--- config.mk ---
export PLATFORM = sky130hd
export DESIGN_NAME = tcm_timer
export DESIGN_NICKNAME = d
export VERILOG_FILES = /design/src/verilog/tcm_pkg.sv /design/src/verilog/tcm_tick_gen.sv /design/src/verilog/tcm_timer.sv
export SDC_FILE = /design/constraint.sdc
export NUM_CORES = 1
export LEC_CHECK = 0
export BUFFER_PORTS_ARGS = -buffer_cell sky130_fd_sc_hd__buf_4
export CORE_ASPECT_RATIO = 0.6
export CORE_MARGIN = 2
export CORE_UTILIZATION = 26
export CTS_BUF_LIST = sky130_fd_sc_hd__clkbuf_2
export DETAILED_ROUTE_END_ITERATION = 8
export PLACE_DENSITY = 0.5
export SLEW_MARGIN = 30
export SYNTH_ARGS = -nofsm -noshare
export SYNTH_HDL_FRONTEND = slang
export SYNTH_HIERARCHICAL = 1
export SYNTH_SLANG_ARGS = --single-unit
export TNS_END_PERCENT = 5
--- constraint.sdc ---
create_clock -name core_clk_i -period 2.5 [get_ports core_clk_i]
set_clock_uncertainty 0.1 [all_clocks]
set_input_delay 0 -clock core_clk_i [delete_from_list [all_inputs] [get_ports core_clk_i]]
set_output_delay 0 -clock core_clk_i [all_outputs]
set_load 0.005 [all_outputs]
--- src/verilog/tcm_pkg.sv ---
/*
  tcm_pkg: constants and types for the 16-bit three-mode timer/counter.
  assumes an APB slave with 32-bit data and one clock core_clk_i.
*/
// Notes on behaviour
// - three modes: timer, event, window
// - raw oscillator source times warm-up
// - timer counts tick, match irq, clears
// - slow-two fast clock timer compares upper five
// - event mode counts pin rising edges
// - event match checked on pin falling edge
// - window counts tick while pin high
// - window match raises irq, clears counter
// - compare commits only on high write
// - run clear stops, clears; stop mode clears run
package tcm_pkg;
  localparam logic [11:0] ADDR_CTRL = 12'h000;
  localparam logic [11:0] ADDR_CMP_LO = 12'h004;
  localparam logic [11:0] ADDR_CMP_HI = 12'h008;
  localparam logic [11:0] ADDR_COUNT = 12'h00C;
  localparam logic [11:0] ADDR_STATUS = 12'h010;
  localparam logic [11:0] ADDR_POWER = 12'h014;
  localparam logic [15:0] CMP_RESET = 16'hFFFF;
  localparam logic [2:0] MODE_TIMER = 3'h0;
  localparam logic [2:0] MODE_EVENT = 3'h4;
  localparam logic [2:0] MODE_WINDOW = 3'h5;
  localparam logic [2:0] CLK_FC = 3'h4;
  localparam logic [2:0] CLK_FS = 3'h5;
  localparam logic [2:0] CLK_EXT = 3'h7;
  localparam logic [1:0] PWR_NORMAL = 2'h0;
  localparam logic [1:0] PWR_SLOW_MODE_TWO = 2'h2;
  localparam int CTRL_MODE_LSB = 0;
  localparam int CTRL_CLK_LSB = 3;
  localparam int CTRL_RUN_BIT = 6;
  localparam int DIV_W = 24;
  typedef struct packed {
    logic run_control;
    logic [2:0] source_clock_select;
    logic [2:0] mode;
  } tcm_ctrl_t;
  localparam tcm_ctrl_t CTRL_RESET = '{run_control: 1'b0, source_clock_select: 3'h0, mode: 3'h0};
endpackage

--- src/verilog/tcm_tick_gen.sv ---
/*
  tcm_tick_gen: free-running divider giving one-cycle ticks for the sources.
  assumes core_clk_i stands for the high-frequency clock; low-frequency clock arrives as a pin.
*/
`timescale 1ns/1ns
module tcm_tick_gen
(
  input wire logic core_clk_i,
  input wire logic nrst_i,
  input wire logic [2:0] source_clock_select_i,
  input wire logic divider_source_select_i,
  input wire logic low_freq_clock_i,
  output logic tick_o
);
  logic [tcm_pkg::DIV_W-1:0] div;
  logic [tcm_pkg::DIV_W-1:0] next_div;
  logic [15:0] sdiv;
  logic [15:0] next_sdiv;
  logic [2:0] fs_sync;
  logic [2:0] next_fs_sync;
  logic fs_rise;
  logic next_tick;
  logic [tcm_pkg::DIV_W-1:0] div_nxt;
  logic [15:0] sdiv_nxt;
  always_comb
  begin
    next_fs_sync = {fs_sync[1:0], low_freq_clock_i};
    fs_rise = fs_sync[1] & ~fs_sync[2];
    next_div = div + 24'h000001;
    next_sdiv = fs_rise ? sdiv + 16'h0001 : sdiv;
    div_nxt = next_div;
    sdiv_nxt = next_sdiv;
    // each tap ticks when the bits below it wrap to zero, so on every toggle of its bit
    unique case (source_clock_select_i)
      3'h0: next_tick = divider_source_select_i ? (fs_rise & sdiv_nxt[14:0] == 15'h0000)
                                               : (div_nxt[22:0] == 23'h000000);
      3'h1: next_tick = divider_source_select_i ? (fs_rise & sdiv_nxt[4:0] == 5'h00)
                                               : (div_nxt[12:0] == 13'h0000);
      3'h2: next_tick = div_nxt[7:0] == 8'h00;
      3'h3: next_tick = div_nxt[2:0] == 3'h0;
      3'h4: next_tick = 1'b1;
      3'h5: next_tick = fs_rise;
      default: next_tick = 1'b0;
    endcase
  end
  always_ff @(posedge core_clk_i or negedge nrst_i)
  begin
    if (!nrst_i)
    begin
      div <= 24'h000000;
      sdiv <= 16'h0000;
      fs_sync <= 3'h0;
      tick_o <= 1'b0;
    end
    else
    begin
      div <= next_div;
      sdiv <= next_sdiv;
      fs_sync <= next_fs_sync;
      tick_o <= next_tick;
    end
  end
endmodule

--- src/verilog/tcm_timer.sv ---
/*
  tcm_timer: 16-bit up counter with timer, event and window modes, APB registers.
  assumes count_input_pin and low_freq_clock are asynchronous pins; stop_mode_i from power logic.
*/
`timescale 1ns/1ns
module tcm_timer
(
  input wire logic core_clk_i,
  input wire logic nrst_i,
  input wire logic psel,
  input wire logic penable,
  input wire logic pwrite,
  input wire logic [11:0] paddr,
  input wire logic [31:0] pwdata,
  output logic [31:0] prdata,
  output logic pready,
  output logic pslverr,
  input wire logic count_input_pin_i,
  input wire logic low_freq_clock_i,
  input wire logic stop_mode_i,
  output logic match_interrupt_o
);
  tcm_pkg::tcm_ctrl_t ctrl;
  tcm_pkg::tcm_ctrl_t next_ctrl;
  logic [15:0] compare_value_reg;
  logic [15:0] next_compare_value_reg;
  logic [7:0] compare_low_byte;
  logic [7:0] next_compare_low_byte;
  logic low_pending;
  logic next_low_pending;
  logic [15:0] count;
  logic [15:0] next_count;
  logic [1:0] power_mode;
  logic [1:0] next_power_mode;
  logic divider_source_select;
  logic next_divider_source_select;
  logic [2:0] pin_sync;
  logic [2:0] next_pin_sync;
  logic event_armed;
  logic next_event_armed;
  logic next_match;
  logic [31:0] next_prdata;
  logic tick;
  logic wr;
  logic rd;
  logic pin_hi;
  logic pin_rise;
  logic pin_fall;
  logic hit;

  assign pready = 1'b1;

  function automatic logic cmp_hit(input logic [15:0] c, input logic [15:0] r, input logic upper_only);
    cmp_hit = upper_only ? (c[15:11] == r[15:11]) : (c == r);
  endfunction

  function automatic logic mapped(input logic [11:0] a);
    mapped = (a == tcm_pkg::ADDR_CTRL) || (a == tcm_pkg::ADDR_CMP_LO) || (a == tcm_pkg::ADDR_CMP_HI)
      || (a == tcm_pkg::ADDR_COUNT) || (a == tcm_pkg::ADDR_STATUS) || (a == tcm_pkg::ADDR_POWER);
  endfunction

  assign pslverr = psel & penable & ~mapped(paddr);

  tcm_tick_gen u_tick
  (
    .core_clk_i(core_clk_i),
    .nrst_i(nrst_i),
    .source_clock_select_i(ctrl.source_clock_select),
    .divider_source_select_i(divider_source_select),
    .low_freq_clock_i(low_freq_clock_i),
    .tick_o(tick)
  );

  always_comb
  begin
    wr = psel & penable & pwrite & mapped(paddr);
    rd = psel & ~penable & ~pwrite;
    next_pin_sync = {pin_sync[1:0], count_input_pin_i};
    pin_hi = pin_sync[1];
    pin_rise = pin_sync[1] & ~pin_sync[2];
    pin_fall = ~pin_sync[1] & pin_sync[2];
    next_ctrl = ctrl;
    next_compare_value_reg = compare_value_reg;
    next_compare_low_byte = compare_low_byte;
    next_low_pending = low_pending;
    next_power_mode = power_mode;
    next_divider_source_select = divider_source_select;
    next_count = count;
    next_event_armed = event_armed;
    next_match = 1'b0;
    next_prdata = prdata;
    hit = 1'b0;
    if (wr)
    begin
      unique case (paddr)
        tcm_pkg::ADDR_CTRL:
        begin
          next_ctrl = tcm_pkg::tcm_ctrl_t'(pwdata[6:0]);
        end
        tcm_pkg::ADDR_CMP_LO:
        begin
          next_compare_low_byte = pwdata[7:0];
          next_low_pending = 1'b1;
        end
        tcm_pkg::ADDR_CMP_HI:
        begin
          if (low_pending)
          begin
            next_compare_value_reg = {pwdata[7:0], compare_low_byte};
          end
          next_low_pending = 1'b0;
        end
        tcm_pkg::ADDR_POWER:
        begin
          next_power_mode = pwdata[1:0];
          next_divider_source_select = pwdata[2];
        end
        default:
        begin
          next_low_pending = low_pending;
        end
      endcase
    end
    if (!ctrl.run_control)
    begin
      next_count = 16'h0000;
      next_event_armed = 1'b0;
    end
    else
    begin
      unique case (ctrl.mode)
        tcm_pkg::MODE_EVENT:
        begin
          if (pin_rise)
          begin
            next_count = count + 16'h0001;
            next_event_armed = 1'b1;
          end
          else if (pin_fall && event_armed)
          begin
            next_event_armed = 1'b0;
            if (cmp_hit(count, compare_value_reg, 1'b0))
            begin
              hit = 1'b1;
            end
          end
        end
        tcm_pkg::MODE_WINDOW:
        begin
          if (tick && pin_hi)
          begin
            next_count = count + 16'h0001;
            hit = cmp_hit(next_count, compare_value_reg, 1'b0);
          end
        end
        default:
        begin
          if (tick)
          begin
            next_count = count + 16'h0001;
            hit = cmp_hit(next_count, compare_value_reg,
              power_mode == tcm_pkg::PWR_SLOW_MODE_TWO && ctrl.source_clock_select == tcm_pkg::CLK_FC);
          end
        end
      endcase
      if (hit)
      begin
        next_count = 16'h0000;
        next_match = 1'b1;
      end
    end
    if (stop_mode_i)
    begin
      next_ctrl.run_control = 1'b0;
    end
    if (rd)
    begin
      unique case (paddr)
        tcm_pkg::ADDR_CTRL: next_prdata = {25'h0000000, ctrl};
        tcm_pkg::ADDR_CMP_LO: next_prdata = {24'h000000, compare_value_reg[7:0]};
        tcm_pkg::ADDR_CMP_HI: next_prdata = {24'h000000, compare_value_reg[15:8]};
        tcm_pkg::ADDR_COUNT: next_prdata = {16'h0000, count};
        tcm_pkg::ADDR_STATUS: next_prdata = {29'h00000000, pin_hi, event_armed, low_pending};
        tcm_pkg::ADDR_POWER: next_prdata = {29'h00000000, divider_source_select, power_mode};
        default: next_prdata = 32'h00000000;
      endcase
    end
  end

  always_ff @(posedge core_clk_i or negedge nrst_i)
  begin
    if (!nrst_i)
    begin
      ctrl <= tcm_pkg::CTRL_RESET;
      compare_value_reg <= tcm_pkg::CMP_RESET;
      compare_low_byte <= 8'h00;
      low_pending <= 1'b0;
      power_mode <= tcm_pkg::PWR_NORMAL;
      divider_source_select <= 1'b0;
      count <= 16'h0000;
      pin_sync <= 3'h0;
      event_armed <= 1'b0;
      match_interrupt_o <= 1'b0;
      prdata <= 32'h00000000;
    end
    else
    begin
      ctrl <= next_ctrl;
      compare_value_reg <= next_compare_value_reg;
      compare_low_byte <= next_compare_low_byte;
      low_pending <= next_low_pending;
      power_mode <= next_power_mode;
      divider_source_select <= next_divider_source_select;
      count <= next_count;
      pin_sync <= next_pin_sync;
      event_armed <= next_event_armed;
      match_interrupt_o <= next_match;
      prdata <= next_prdata;
    end
  end
endmodule

# Word-level counts from Yosys, hierarchy flattened
# Cells that the tools add are included.
dict set report op_classes {
  addsub 3
  eq_ne 21
  mux 29
  bitwise_logic 17
  n_reduce_logical 27
}
# operator count
set op_table {}
lappend op_table {{$pmux 16 s6} 1}
lappend op_table {{$mux 16} 5}
lappend op_table {{$add 16x1->16 const B} 2}
lappend op_table {{$eq 16x16->1} 2}
lappend op_table {{$pmux 16 s2} 1}
lappend op_table {{$add 24x1->24 const B} 1}
lappend op_table {{$eq 12x4->1 const B} 2}
lappend op_table {{$eq 12x5->1 const B} 2}
lappend op_table {{$logic_not 23->1} 1}
lappend op_table {{$mux 1} 16}
lappend op_table {{$logic_not 15->1} 1}
lappend op_table {{$mux 15} 1}
lappend op_table {{$mux 7} 2}
lappend op_table {{$logic_not 13->1} 1}
lappend op_table {{$eq 12x3->1 const B} 1}
lappend op_table {{$eq 3x3->1 const B} 4}
lappend op_table {{$logic_not 12->1} 1}
lappend op_table {{$reduce_and 2->1} 6}
lappend op_table {{$and 1x1->1} 11}
lappend op_table {{$logic_not 8->1} 1}
lappend op_table {{$ne 4x4->1 const B} 2}
lappend op_table {{$eq 3x2->1 const B} 2}
lappend op_table {{$logic_not 3->1} 2}
lappend op_table {{$not 1->1} 6}
lappend op_table {{13 further kinds} 23}
dict set report word_totals {
  register_bits 132
  inputBits 52
  output_inout_bits 35
  elab_cells 115
}

# Depth between registers and ports, before layout
# Gate-level depths: netlist (run 1).
dict set report depth {
  depth_word 9
  ltp_mapped 10
  ltp_nobuf 8
}

# Cells and area by module
# The synthesis (run 1) kept the hierarchy.
# module instances cells_per_inst area_per_inst_um2 seq_area_each_um2
set modules_own_cells {}
lappend modules_own_cells {tcm_timer 1 369 3977.6 1821.7}
lappend modules_own_cells {tcm_tick_gen 1 214 2227.1 1051.0}

# Worst setup path after synthesis (run 1)
# OpenSTA, ideal clock, no wires.
dict set report synth_path {
  path_kind {reg-to-reg}
  start {register count[0]}
  end {register count[15]}
  setup_time_ps 119
  t_arrival_ps 2261
  t_required_ps 2281
  path_slack_ps 21
  path_stages_with_launch 11
  path_buffers 2
  synth_period_minus_slack_ps 2479
  path_cell_list {dfrtp_1 -> ha_1 -> and4_1 -> buf_4 -> xnor2_1 -> or4b_1 -> o211ai_2 -> a41oi_2 -> o21ai_4 -> buf_6 -> nor2_1}
}
dict set report synth_via {
  elab_chain_len 8
  elab_cells_between_ends 22
  cone_classes {add/sub: 1; eq/ne: 6; mux: 14; reduce/logical: 1}
}
# element line_no
set synth_rtl {}
lappend synth_rtl {{from (decl)} tcm_timer.sv:31} ;# logic [15:0] count;
lappend synth_rtl {{from (signal assigned)} tcm_timer.sv:214} ;# count <= next_count;
lappend synth_rtl {{$add 16x1->16 or $eq 16x16->1 (tied branches)} -}
lappend synth_rtl {{$eq 16x16->1, or another cell as far along} tcm_timer.sv:54} ;# cmp_hit = upper_only ? (c[15:11] == r[15:11]) : (c == r);
lappend synth_rtl {{$mux 1, on equally long branches} {tcm_timer.sv:54, tcm_timer.sv:139}}
lappend synth_rtl {{$mux 1, on equally long branches} {tcm_timer.sv:158, tcm_timer.sv:134}}
lappend synth_rtl {{$pmux 1 s2} tcm_timer.sv:131} ;# unique case (ctrl.mode)
lappend synth_rtl {{$mux 1} tcm_timer.sv:124} ;# if (!ctrl.run_control)
lappend synth_rtl {{$ne 5x1->1 (no line), or another cell as far along} -}
lappend synth_rtl {{$reduce_and 3->1 (no line) or $mux 16 (tied branches)} -}
# Several ways; a longest one is shown, not always the timed one. The select of a mux whose other input is x is not followed.
# A chain may end at the register's enable or synchronous reset.

# Worst setup path after layout (run 1)
dict set report layout_path {
  start {register u_tick.sdiv[0]}
  end {register u_tick.tick_o}
}
dict set report layout_via {
  elab_chain_len 6
  elab_cells_between_ends 9
  cone_classes {add/sub: 1; mux: 4; bitwise: 2; reduce/logical: 2}
}
# element line_no
set layout_rtl {}
lappend layout_rtl {{from (decl)} tcm_tick_gen.sv:17} ;# logic [15:0] sdiv;
lappend layout_rtl {{from (signal assigned)} tcm_tick_gen.sv:58} ;# sdiv <= next_sdiv;
lappend layout_rtl {{$add 16x1->16} tcm_tick_gen.sv:30} ;# next_sdiv = fs_rise ? sdiv + 16'h0001 : sdiv;
lappend layout_rtl {{$mux 15} tcm_tick_gen.sv:30}
lappend layout_rtl {{named net u_tick.next_sdiv[14]} tcm_tick_gen.sv:18} ;# logic [15:0] next_sdiv;
lappend layout_rtl {{$logic_not 15->1} tcm_tick_gen.sv:35} ;# 3'h0: next_tick = divider_source_select_i ? (fs_rise & sdiv_nxt[14:0] == 15'h0000)
lappend layout_rtl {{$and 1x1->1} tcm_tick_gen.sv:35}
lappend layout_rtl {{$mux 1} tcm_tick_gen.sv:35}
lappend layout_rtl {{$pmux 1 s6} tcm_tick_gen.sv:34} ;# unique case (source_clock_select_i)
lappend layout_rtl {{named net u_tick.next_tick} tcm_tick_gen.sv:22} ;# logic next_tick;
lappend layout_rtl {{to (signal assigned)} tcm_tick_gen.sv:60} ;# tick_o <= next_tick;
lappend layout_rtl {{to (decl)} tcm_tick_gen.sv:13} ;# output logic tick_o
# The timed path passes the listed nets, and every way through them passes these cells.

==> summary.txt, run 1 <==
Finish
  • Final Util: 0.342
  • # diodes: 0
  • FILL cells: roughly 2,400
  • Ratio of cells with drive above 1 in the final layout: 0.318
  • Max reg flops: 23
  • Area Growth Syn to Fin: 28.2%
  • Design Area, Final: approximately 0.0080 mm^2
  • Nets@finish: 775
  • Layout Cells excl Fill: 1,047
  • Largest Register: u_tick/div

Clock tree
  • Worst skew pair latency: 0.68 ns
  • Depth of the CTS H-tree: 4
  • CTS root buf: clkbuf_2
  • Num CTS Buffers: 17
  • Clock Path Buffers: 2
  • CTS tree: built
  • Clock slew at reported path FFs: 0.20 ns
  • Clk sinks: 114

Die
  • CORE AREA: 0.0232 mm^2
  • IO Count: 87
  • Initial Utilization: 0.267
  • Die Height: 124 um
  • Die ar.: 0.0252 mm^2
  • Rows: 43
  • Width of the chip: 203 um

Pwr
  • Clk pwr share: 0.326
  • Reg power frac: 0.535
  • Pleak: between 3 and 4 nW
  • Tot Pwr: 3.67 mW
  • Int Pwr: 2.61 mW
  • P_sw: ~1.1 mW
  • Pwr dens: 461 mW/mm^2
  • Sw frac: 0.289
  • Logic gate share of total power: 0.139
  • Peak VDD IR: between 0.2 and 0.25 mV

Min path
  • Hold Path Sink: low_pending$_DFFE_PN0P_
  • Hold depth: 3
  • Hold crit path type: input pin to flip-flop
  • Hold Startpoint: paddr[3]

Worst setup path
  • Worst R2R Path Depth: 8
  • Crit path buffers/inverters: 0
  • Req. time, crit path: slightly above 3 ns
  • Worst path slowest cell: or4b_1
  • WP depth: 8
  • CP arrival: approximately 3 ns
  • CP max stage delay: 0.48 ns
  • Crit Path Class: flip-flop to flip-flop
  • Worst r2r src: u_tick/sdiv[0]$_DFF_PN0_
  • Worst flop-to-flop path endpoint: u_tick/tick_o$_DFF_PN0_
  • Worst path cell trace: ha_4 > nand3b_1 > nor4_1 > xor2_1 > nor4_2 > or4b_1 > o2bb2ai_1 > a21oi_1
  • Crit path max-delay family: simple AND/OR/NAND/NOR gates
  • CP Launch Type: flip-flop
  • Worst-path fanout max: 4
  • Flop2flop setup slack: 0.02 ns
  • CP endpoint kind: flip-flop

Synthesis
  • Seq/Total Area, Yosys: 0.463
  • XOR/XNOR Fraction of Synth Area: 0.107
  • Post-Synth Simple-Gate Area: 0.190
  • Synthesized area: 0.00620 mm^2
  • Synthesized flop and latch total: roughly 110
  • Post-synthesis adder-cell area fraction: 0.00807
  • Post-synth EDFFs: 0
  • Yosys warning count: 6
  • Main synth FF type: dfrtp_1
  • Post-synthesis cell type count: between 60 and 70
  • Synth Area per Inst: 10.6 um^2
  • Gate Count Post-Synth: 583
  • Compound-gate portion of the synthesized area: 0.0849
  • Post-synth ARST share: 1.00
  • Mux cell area share after synthesis: 0.0974
  • Main combinational cell family by area after synthesis: simple AND/OR/NAND/NOR gates

Placed design
  • Hpwl dp: approximately 13 mm
  • Number of buffers inserted by port buffering: 45
  • Placed Area: 0.00716 mm^2
  • GP Congestion: around 0.84
  • Cells after DPL: between 900 and 1,000

Timing
  • Max_slew headroom: 0.635
  • Final period utilization: 0.993
  • Final Max Slew Viols: 0
  • Minimum clock period: 2.48 ns
  • RSZ-0062 raised after global routing: yes
  • Setup TNS: 0 ns
  • FMAX: roughly 400 MHz
  • Hold Fails Final Rpt: 0
  • Endpoints failing setup: 0
  • Slew @ Worst Pin: 0.538 ns

GRT
  • First-pass GRT wire length: 27.7 mm
  • Total GRT Usage: 0.148
  • Vias in the first global route: 4,516
  • Antenna violations before repair: 0
  • GRT overflow: 0
  • Largest net degree at the start of global routing: 52

Drt
  • Via Count: between 4,000 and 5,000
  • DRT antenna net count: 0
  • WL/cell: between 15 and 20 um
  • Total Wirelength: 17.5 mm
  • Initial DRC count: around 390
  • DR DRC count: 0
  • DR pass1 iterations: 5
  • Via/cell ratio: 4.66

Status
  • Status: finished, final reports clean

Flow run
  • Max Cap Violations: 0
==> layout make-up <==
cell class	instances	area, um^2	share of cell area
repair buffers	145	1230	0.155
clock buffers	19	95.1	0.0120
clock inverters	13	120	0.0151
multi-input cells	431	3200	0.402
flip-flops and latches	114	2870	0.361
well taps	315	394	0.0496
inverters	10	37.5	0.00472
==> kinds of logic (layout without fill, tap and decap cells) <==
| group | Yosys count | count (layout) |
|---|---|---|
| flip-flops | 114 | 114 |
| XOR/XNOR | 76 | 76 |
| AO/OA/AOI/OAI | 70 | 70 |
| multiplexers | 50 | 50 |
| adder cells (fa/ha/maj) | 4 | 4 |
| buffers and inverters | 53 | 187 |
| AND/OR/NAND/NOR | 214 | 214 |
| other | 2 | 17 |
==> power groups by stage <==
stage                     sequential (mW)  clock [mW]  combinational [mW]
after floorplan                      1.97           0               0.211
after global placement               1.98           0               0.403
after detailed placement             1.98           0               0.402
after CTS                            1.95        1.25               0.482
after global routing                 1.97        1.35               0.558
final                                1.96        1.20               0.510
==> cells in the final DEF, fill, tap and decap left out, drive strengths merged, types with 4 or more instances in the layout <==
| master | Yosys | routed |
|---|---|---|
| nor2b | 8 | 8 |
| mux4 | 4 | 4 |
| nor3 | 17 | 17 |
| dfstp | 16 | 16 |
| xor2 | 25 | 25 |
| or3 | 8 | 8 |
| mux2 | 43 | 43 |
| inv | 10 | 10 |
| dlygate4sd3 | 0 | 41 |
| conb | 2 | 17 |
| nand2 | 40 | 40 |
| ha | 4 | 4 |
| xnor2 | 51 | 51 |
| and3 | 9 | 9 |
| nand2b | 7 | 7 |
| clkbuf | 13 | 19 |
| nand4 | 16 | 16 |
| nor4 | 15 | 15 |
| nand3 | 29 | 29 |
| a22o | 16 | 16 |
| dfrtp | 98 | 98 |
| a21oi | 11 | 11 |
| o21ai | 15 | 15 |
| a22oi | 6 | 6 |
| nor2 | 46 | 46 |
| clkinv | 0 | 8 |
| buf | 30 | 104 |
==> routing by layer <==
metal / share of wire / track usage / up-vias
li1: - / - / 2326
met1: 0.61 / 0.260 / 2395
met2: 0.32 / 0.156 / 158
met3: 0.072 / 0.0432 / 2
met4: 0.0021 / 0.0328 / 0
met5: 0 / 0 / -
==> worst max-delay path by stage <==
| stage | start | endpoint | slack, ns |
|---|---|---|---|
| 2_1_floorplan | count[0]$_DFFE_PN0P_ | count[15]$_DFFE_PN0P_ | 0.02 |
| 3_3_place_gp | u_tick/div[1]$_DFF_PN0_ | u_tick/tick_o$_DFF_PN0_ | -0.06 |
| 3_5_place_dp | u_tick/div[1]$_DFF_PN0_ | u_tick/tick_o$_DFF_PN0_ | -0.02 |
| 4_1_cts | u_tick/sdiv[1]$_DFF_PN0_ | u_tick/tick_o$_DFF_PN0_ | -0.006 |
| 5_1_grt | u_tick/sdiv[0]$_DFF_PN0_ | u_tick/tick_o$_DFF_PN0_ | -0.11 |
| 6_report | u_tick/sdiv[0]$_DFF_PN0_ | u_tick/tick_o$_DFF_PN0_ | 0.02 |
==> cell usage after synthesis, types with 3 or more instances <==
cell | number | share of area
xor2_1 | 25 | 0.035
a21oi_1 | 11 | 0.0089
mux2i_1 | 3 | 0.0048
inv_1 | 10 | 0.0061
a22oi_1 | 6 | 0.0073
nor3_1 | 13 | 0.010
or3_1 | 5 | 0.0050
xnor2_1 | 51 | 0.072
dfrtp_1 | 98 | 0.40
nor2b_1 | 8 | 0.0081
o21ai_0 | 14 | 0.011
ha_1 | 4 | 0.0081
nor2_1 | 46 | 0.028
buf_2 | 7 | 0.0056
buf_4 | 20 | 0.024
nor4_1 | 13 | 0.013
and3_1 | 7 | 0.0071
nand3b_1 | 3 | 0.0036
nand2b_1 | 7 | 0.0071
nand4_1 | 15 | 0.015
mux2_2 | 43 | 0.078
nand2_1 | 40 | 0.024
and4_1 | 3 | 0.0042
a22o_1 | 16 | 0.023
dfstp_2 | 16 | 0.068
nand3_1 | 28 | 0.023
mux4_2 | 4 | 0.015
clkbuf_1 | 13 | 0.0079
==> worst min-delay path, delay by kind of cell <==
kind            cells  cell delay (ns)
compound gates      1             0.12
buf+inv             2             0.76
==> stage by stage <==
step | hold slack (ns) | setup slack, ns
floorplan | -0.396 | 0.0207
global placement | -0.0748 | -0.0619
detailed placement | -0.0787 | -0.0245
CTS | 0.0654 | -0.00590
global route | 0.0883 | -0.108
finish | 0.151 | 0.0164
==> timing repair <==
item,in CTS,in global routing
buffers inserted,3,1
setup endpoints to repair,1,32
pin swaps,4,6
hold endpoints to repair,167,0
gates resized for setup,9,14
hold buffers,43,0
(Power assumes the default switching activity.)
==> inputs of run 2 (changes only) <==
Settings changed: SETUP_SLACK_MARGIN set to 0.02.
==> run 2 against run 1 <==
Critical path depth unchanged. Highest routed layer unchanged. Largest power group unchanged. Critical endpoint unchanged. Count of clock-buffer cells in the layout unchanged. Non-clock buffer count unchanged. Fmax increased by 0.16%. Worst hold slack improved by 0.0086 ns. First-iteration DRC count increased by 3.8%. Sequential share of layout area about the same.
==> summary.txt, run 2 (same netlist as run 1, synthesis figures left out) <==
Worst setup path
  • Worst path cell trace: ha_4 > nand3b_1 > nor4_1 > xor2_1 > nor4_2 > or4b_1 > o2bb2ai_1 > a21oi_1
  • Crit path buffers/inverters: 0
  • Crit Path Class: flip-flop to flip-flop
  • Req. time, crit path: 3.02 ns
  • Worst r2r src: u_tick/sdiv[0]$_DFF_PN0_
  • CP endpoint kind: flip-flop
  • Crit path launch: u_tick/sdiv[0]$_DFF_PN0_
  • Worst path slowest cell: or4b_1
  • Worst-path fanout max: 4
  • CP max stage delay: 0.48 ns
  • CP arrival: ~3 ns
  • CP Launch Type: flip-flop
  • Crit path max-delay family: simple AND/OR/NAND/NOR gates

Drt
  • Via Count: 4,851
  • WL/cell: 16.7 um
  • Total Wirelength: approximately 18 mm
  • DR pass1 iterations: 6
  • Initial DRC count: slightly above 400
  • DRT antenna net count: 0
  • Via/cell ratio: 4.63
  • DR DRC count: 0

Die
  • IO Count: 87
  • Width of the chip: 203 um
  • Die ar.: 0.0252 mm^2
  • Rows: 43
  • Die Height: 124 um
  • CORE AREA: 0.0232 mm^2
  • Initial Utilization: 0.267

Pwr
  • P_sw: 1.06 mW
  • Sw frac: 0.289
  • Int Pwr: ~2.6 mW
  • Clk pwr share: 0.326
  • Reg power frac: 0.535
  • Peak VDD IR: 0.236 mV
  • Pwr dens: about 460 mW/mm^2
  • Logic gate share of total power: 0.139
  • Tot Pwr: approximately 3.7 mW
  • Pleak: 3.50 nW

GRT
  • Antenna violations before repair: 0
  • Total GRT Usage: 0.148
  • Largest net degree at the start of global routing: 52
  • First-pass GRT wire length: around 28 mm
  • GRT overflow: 0
  • Vias in the first global route: 4,510

Placed design
  • Hpwl dp: roughly 13 mm
  • Number of buffers inserted by port buffering: 45
  • Placed Area: roughly 0.0072 mm^2
  • Cells after DPL: 969
  • GP Congestion: 0.840

Flow run
  • Max Cap Violations: 0

Timing
  • Minimum clock period: 2.48 ns
  • Slew @ Worst Pin: 0.530 ns
  • RSZ-0062 raised after global routing: yes
  • Max_slew headroom: 0.641
  • Final Max Slew Viols: 0
  • FMAX: 403 MHz
  • Final period utilization: 0.992
  • Endpoints failing setup: 0
  • Hold Fails Final Rpt: 0
  • Setup TNS: 0 ns

Finish
  • Final Util: 0.342
  • Largest Register: u_tick/div
  • Area of the multi-input gates: 0.00321 mm^2
  • Commonest non-fill, non-tap cell in the layout: buf_4
  • Area Growth Syn to Fin: 28.3%
  • Nets@finish: between 700 and 800
  • Max reg flops: 23
  • Design Area, Final: between 0.007 and 0.008 mm^2
  • Register area: between 0.002 and 0.003 mm^2
  • Ratio of cells with drive above 1 in the final layout: 0.320
  • Layout Cells excl Fill: 1,047
  • # diodes: 0
  • Highest-count cells in the layout ignoring fill and taps: buf_4, dfrtp_1, xnor2_1
  • FILL cells: between 2,000 and 2,500

Status
  • Status: finished, final reports clean

Clock tree
  • Clk sinks: 114
  • CTS root buf: clkbuf_2
  • CTS tree: built
  • Depth of the CTS H-tree: 4
  • Worst skew pair latency: 0.67 ns
  • Clock Path Buffers: 2
  • Clock slew at reported path FFs: roughly 0.20 ns
  • Num CTS Buffers: 17

Min path
  • Hold crit path type: input pin to flip-flop
  • Hold Startpoint: paddr[3]
## run 2: changes by cell type in the layout (fill, tap and decap cells not counted)
cell,change
nand3_1,-1
nand3_2,+1
## run 2: final cells by class
cell class,instances,area share
clock inverters,13,0.0151
inverters,10,0.00472
multi-input cells,431,0.403
clock buffers,19,0.0119
flip-flops and latches,114,0.361
repair buffers,145,0.155
well taps,315,0.0495
## run 2: through the flow
step | hold WS (ns) | worst slack [ns]
after global placement | -0.0748 | -0.0619
after floorplan | -0.396 | 0.0207
after CTS | 0.0654 | -0.00590
after global routing | 0.0883 | -0.108
final | 0.159 | 0.0204
after detailed placement | -0.0787 | -0.0245
## run 2: worst paths after layout
kind / endpoint / slack (ns) / cells past startpoint
worst max-delay path: u_tick/tick_o$_DFF_PN0_ / 0.02 / 8
worst min-delay path: low_pending$_DFFE_PN0P_ / 0.16 / 3
worst max register to register: u_tick/tick_o$_DFF_PN0_ / 0.02 / 8
worst min register to register: u_tick/fs_sync[1]$_DFF_PN0_ / 0.27 / 0
max in group asynchronous: compare_value_reg[8]$_DFFE_PN1P_ / 1.53 / 4
min in group asynchronous: compare_value_reg[13]$_DFFE_PN1P_ / 0.37 / 3
## run 2: routing by layer
metal | up-vias | share of wire | GRT usage
li1 | 2325 | - | -
met1 | 2382 | 0.61 | 0.260
met2 | 142 | 0.32 | 0.156
met3 | 2 | 0.064 | 0.0434
met4 | 0 | 0.0021 | 0.0328
met5 | - | 0 | 0
## run 2: repair_timing
| item | CTS | global route |
|---|---|---|
| resized for setup | 9 | 15 |
| pin swaps | 4 | 6 |
| buffers inserted | 3 | 1 |
| endpoints found under the setup margin | 1 | 32 |
| endpoints found under the hold margin | 167 | 0 |
| hold buffers | 43 | 0 |
## run 2: power by group through the flow
stage	registers (mW)	clock network, mW	logic, mW
after detailed placement	1.98	0	0.402
after global placement	1.98	0	0.403
after global routing	1.97	1.35	0.558
after floorplan	1.97	0	0.211
after CTS	1.95	1.25	0.482
final	1.96	1.19	0.511
## run 2: worst min-delay path, stage by stage
cell and delay (ns):
dlygate4sd3_1 0.52, buf_4 0.24, o21ai_0 0.12
==> inputs of run 3 (changes only) <==
Settings changed: ABC_AREA set to 1, REMOVE_ABC_BUFFERS set to 1.
==> run 3 against run 2 <==
Combinational power shrank 41%. Global-route usage increased by 0.80 points. Via count increased by 24%. Worst hold slack got worse by 0.029 ns. Synthesized cell count is 54% higher. Non-clock buffer count shrank 31. Count of clock-buffer cells in the layout fell by 2. Wire length rose by 15%.
==> summary.txt, run 3 <==
Die
  • IO Count: a little under 90
  • Die Height: 128 um
  • Die ar.: ~0.027 mm^2
  • Width of the chip: 210 um
  • Initial Utilization: 0.263
  • Rows: 45
  • CORE AREA: 0.0252 mm^2

Timing
  • RSZ-0062 raised after global routing: no
  • Hold Fails Final Rpt: 0
  • Setup TNS: 0 ns
  • Minimum clock period: 2.36 ns
  • Slew @ Worst Pin: between 0.7 and 0.8 ns
  • Endpoints failing setup: 0
  • Final period utilization: 0.942
  • FMAX: 425 MHz
  • Final Max Slew Viols: 0
  • Max_slew headroom: 0.486

Clock tree
  • Worst skew pair latency: 0.71 ns
  • CTS tree: built
  • CTS root buf: clkbuf_2
  • Depth of the CTS H-tree: 4
  • Clk sinks: 114
  • Clock Path Buffers: 2
  • Clock slew at reported path FFs: about 0.21 ns
  • Num CTS Buffers: 17

Synthesis
  • Count leader, synth: nand2_1
  • Largest cells by area after synthesis: dfrtp_1, nand2_1, inv_1, dfstp_2, nand3_1
  • Synthesized area: 0.00663 mm^2
  • Synthesized flop and latch total: 114
  • Synth Area per Inst: 7.39 um^2
  • Post-synthesis cell type count: 41
  • Yosys warning count: 6
  • Main synth FF type: dfrtp_1
  • Leading area contributor after synthesis: dfrtp_1
  • Post-synth EDFFs: 0
  • Gate Count Post-Synth: 896
  • Seq/Total Area, Yosys: 0.434
  • Synth top cells by count: nand2_1, inv_1, dfrtp_1, nor2_1, nand3_1
  • Post-synth ARST share: 1.00
  • Synth top area share: 0.370

GRT
  • GRT overflow: 0
  • Vias in the first global route: 5,554
  • Antenna violations before repair: 1
  • Largest net degree at the start of global routing: 58
  • Total GRT Usage: 0.156
  • First-pass GRT wire length: 31.6 mm

Finish
  • Max reg flops: 23
  • Commonest non-fill, non-tap cell in the layout: nand2_1
  • Largest Register: u_tick/div
  • Highest-count cells in the layout ignoring fill and taps: nand2_1, inv_1, dfrtp_1
  • Area Growth Syn to Fin: 24.5%
  • Nets@finish: 1,074
  • Ratio of cells with drive above 1 in the final layout: 0.150
  • FILL cells: ~2,700
  • Final Util: 0.328

Pwr
  • Tot Pwr: 3.62 mW
  • Peak VDD IR: 0.216 mV
  • Pwr dens: 439 mW/mm^2
  • Pleak: 3.89 nW

Placed design
  • Number of buffers inserted by port buffering: 45
  • Hpwl dp: 14.9 mm
  • GP Congestion: 0.915

Worst setup path
  • CP endpoint kind: flip-flop
  • Worst path slowest cell: dlygate4sd3_1
  • Crit path max-delay family: buffers and inverters
  • Cell mode on critical path: nand2_1
  • Flop2flop setup slack: approximately 0.27 ns
  • CP Launch Type: input pin
  • Req. time, crit path: 3.04 ns
  • Worst-path fanout max: 7
  • Crit path buffers/inverters: 4
  • Crit Path Class: input pin to flip-flop
  • Worst path cell trace: buf_4 > dlygate4sd3_1 > nand2_1 > nor2_1 > nand2_1 > nand2_1 > nor3_2 > nand2_2 > nand2_2 > nor2_4 > nand2_1 > dlygate4sd3_1 > nand2_1 > dlygate4sd3_1
  • CP max stage delay: approximately 0.56 ns
  • CP arrival: 2.89 ns

Drt
  • DR DRC count: 0
  • Total Wirelength: 20.1 mm
  • Via Count: 6,001
  • DR pass1 iterations: 5
  • Via/cell ratio: 4.41
  • Initial DRC count: 483
  • WL/cell: 14.7 um
  • DRT antenna net count: 0

Status
  • Status: finished, final reports clean

Min path
  • Hold crit path type: input pin to flip-flop

Flow run
  • Max Cap Violations: 0
run 3: cell count changes in the layout (fill, tap and decap cells not counted), sizes merged, moves of 9 or more:
cell and delta:
nand2 +245, inv +120, nor2 +61, nand3 +50, buf -45, xnor2 -40
mux2 -36, o21ai +27, a22o -16, dlygate4sd3 +13, nor4 -12, and3 -9
run 3: cells by family after synthesis:
group	share of synthesized area
multiplexers	0.0119
XOR/XNOR	0.0463
AND/OR/NAND/NOR	0.341
adder cells (fa/ha/maj)	0.00755
buffers and inverters	0.101
flip-flops	0.434
AO/OA/AOI/OAI	0.0576
other	0.00113
run 3: what timing repair did:
action,CTS,global route
setup endpoints to repair,1,36
hold buffers,56,0
gates cloned,0,1
gates resized for setup,1,9
setup buffers,0,1
endpoints found under the hold margin,167,0
run 3: per-stage QoR:
| step | hold slack (ns) | cell area [um^2] | setup WS (ns) | instances |
|---|---|---|---|---|
| CTS | 0.0167 | 8190 | 0.117 | 1358 |
| detailed placement | -0.120 | 7340 | 0.0929 | 1270 |
| global route | 0.0786 | 8250 | 0.0402 | 1361 |
| finish | 0.130 | 8250 | 0.144 | 1361 |
| floorplan | -0.396 | 6490 | 0.475 | 884 |
| global placement | -0.121 | 7340 | 0.167 | 1270 |
run 3: power by group:
group | internal [mW] | switching (mW)
Clock | 0.563 | 0.813
Sequential | 1.89 | 0.0469
Combinational | 0.127 | 0.176
run 3: routing by layer:
metal  share of wire  up-vias  global-route usage  wire length (um)
met3           0.082       15              0.0452              1640
met5               0        -                   0                 0
li1                -     3032                   -                 -
met2            0.34      169               0.183              6760
met1            0.57     2785               0.262             11500
met4          0.0078        0              0.0346               157
run 3: worst paths after layout:
path / start / to / depth (start not counted)
setup reg to reg: count[0]$_DFFE_PN0P_ / count[4]$_DFFE_PN0P_ / 9
min in group asynchronous: nrst_i / u_tick/sdiv[9]$_DFF_PN0_ / 4
hold reg to reg: pin_sync[0]$_DFF_PN0_ / pin_sync[1]$_DFF_PN0_ / 0
setup / recovery: paddr[4] / compare_low_byte[5]$_DFFE_PN0P_ / 14
hold / removal: paddr[6] / compare_value_reg[8]$_DFFE_PN1P_ / 8
max in group asynchronous: nrst_i / compare_value_reg[11]$_DFFE_PN1P_ / 5
run 3: layout make-up:
| class | count | area, um^2 | share of cell area |
|---|---|---|---|
| multi-input combinational | 644 | 3200 | 0.388 |
| tap | 329 | 412 | 0.0499 |
| inverter | 127 | 477 | 0.0578 |
| clock inverter | 15 | 183 | 0.0221 |
| sequential | 114 | 2870 | 0.348 |
| clock buffer | 17 | 85.1 | 0.0103 |
| antenna | 1 | 2.50 | 0.000303 |
| timing repair buffer | 114 | 1020 | 0.124 |
run 3: worst min-delay path, cell delays in order:
cell and delay, ns:
buf_4 0.09, nor3_4 0.04, nand2_4 0.11, nor3_4 0.05, buf_4 0.18, nand3_2 0.29
nand2_1 0.09, nand2_1 0.05
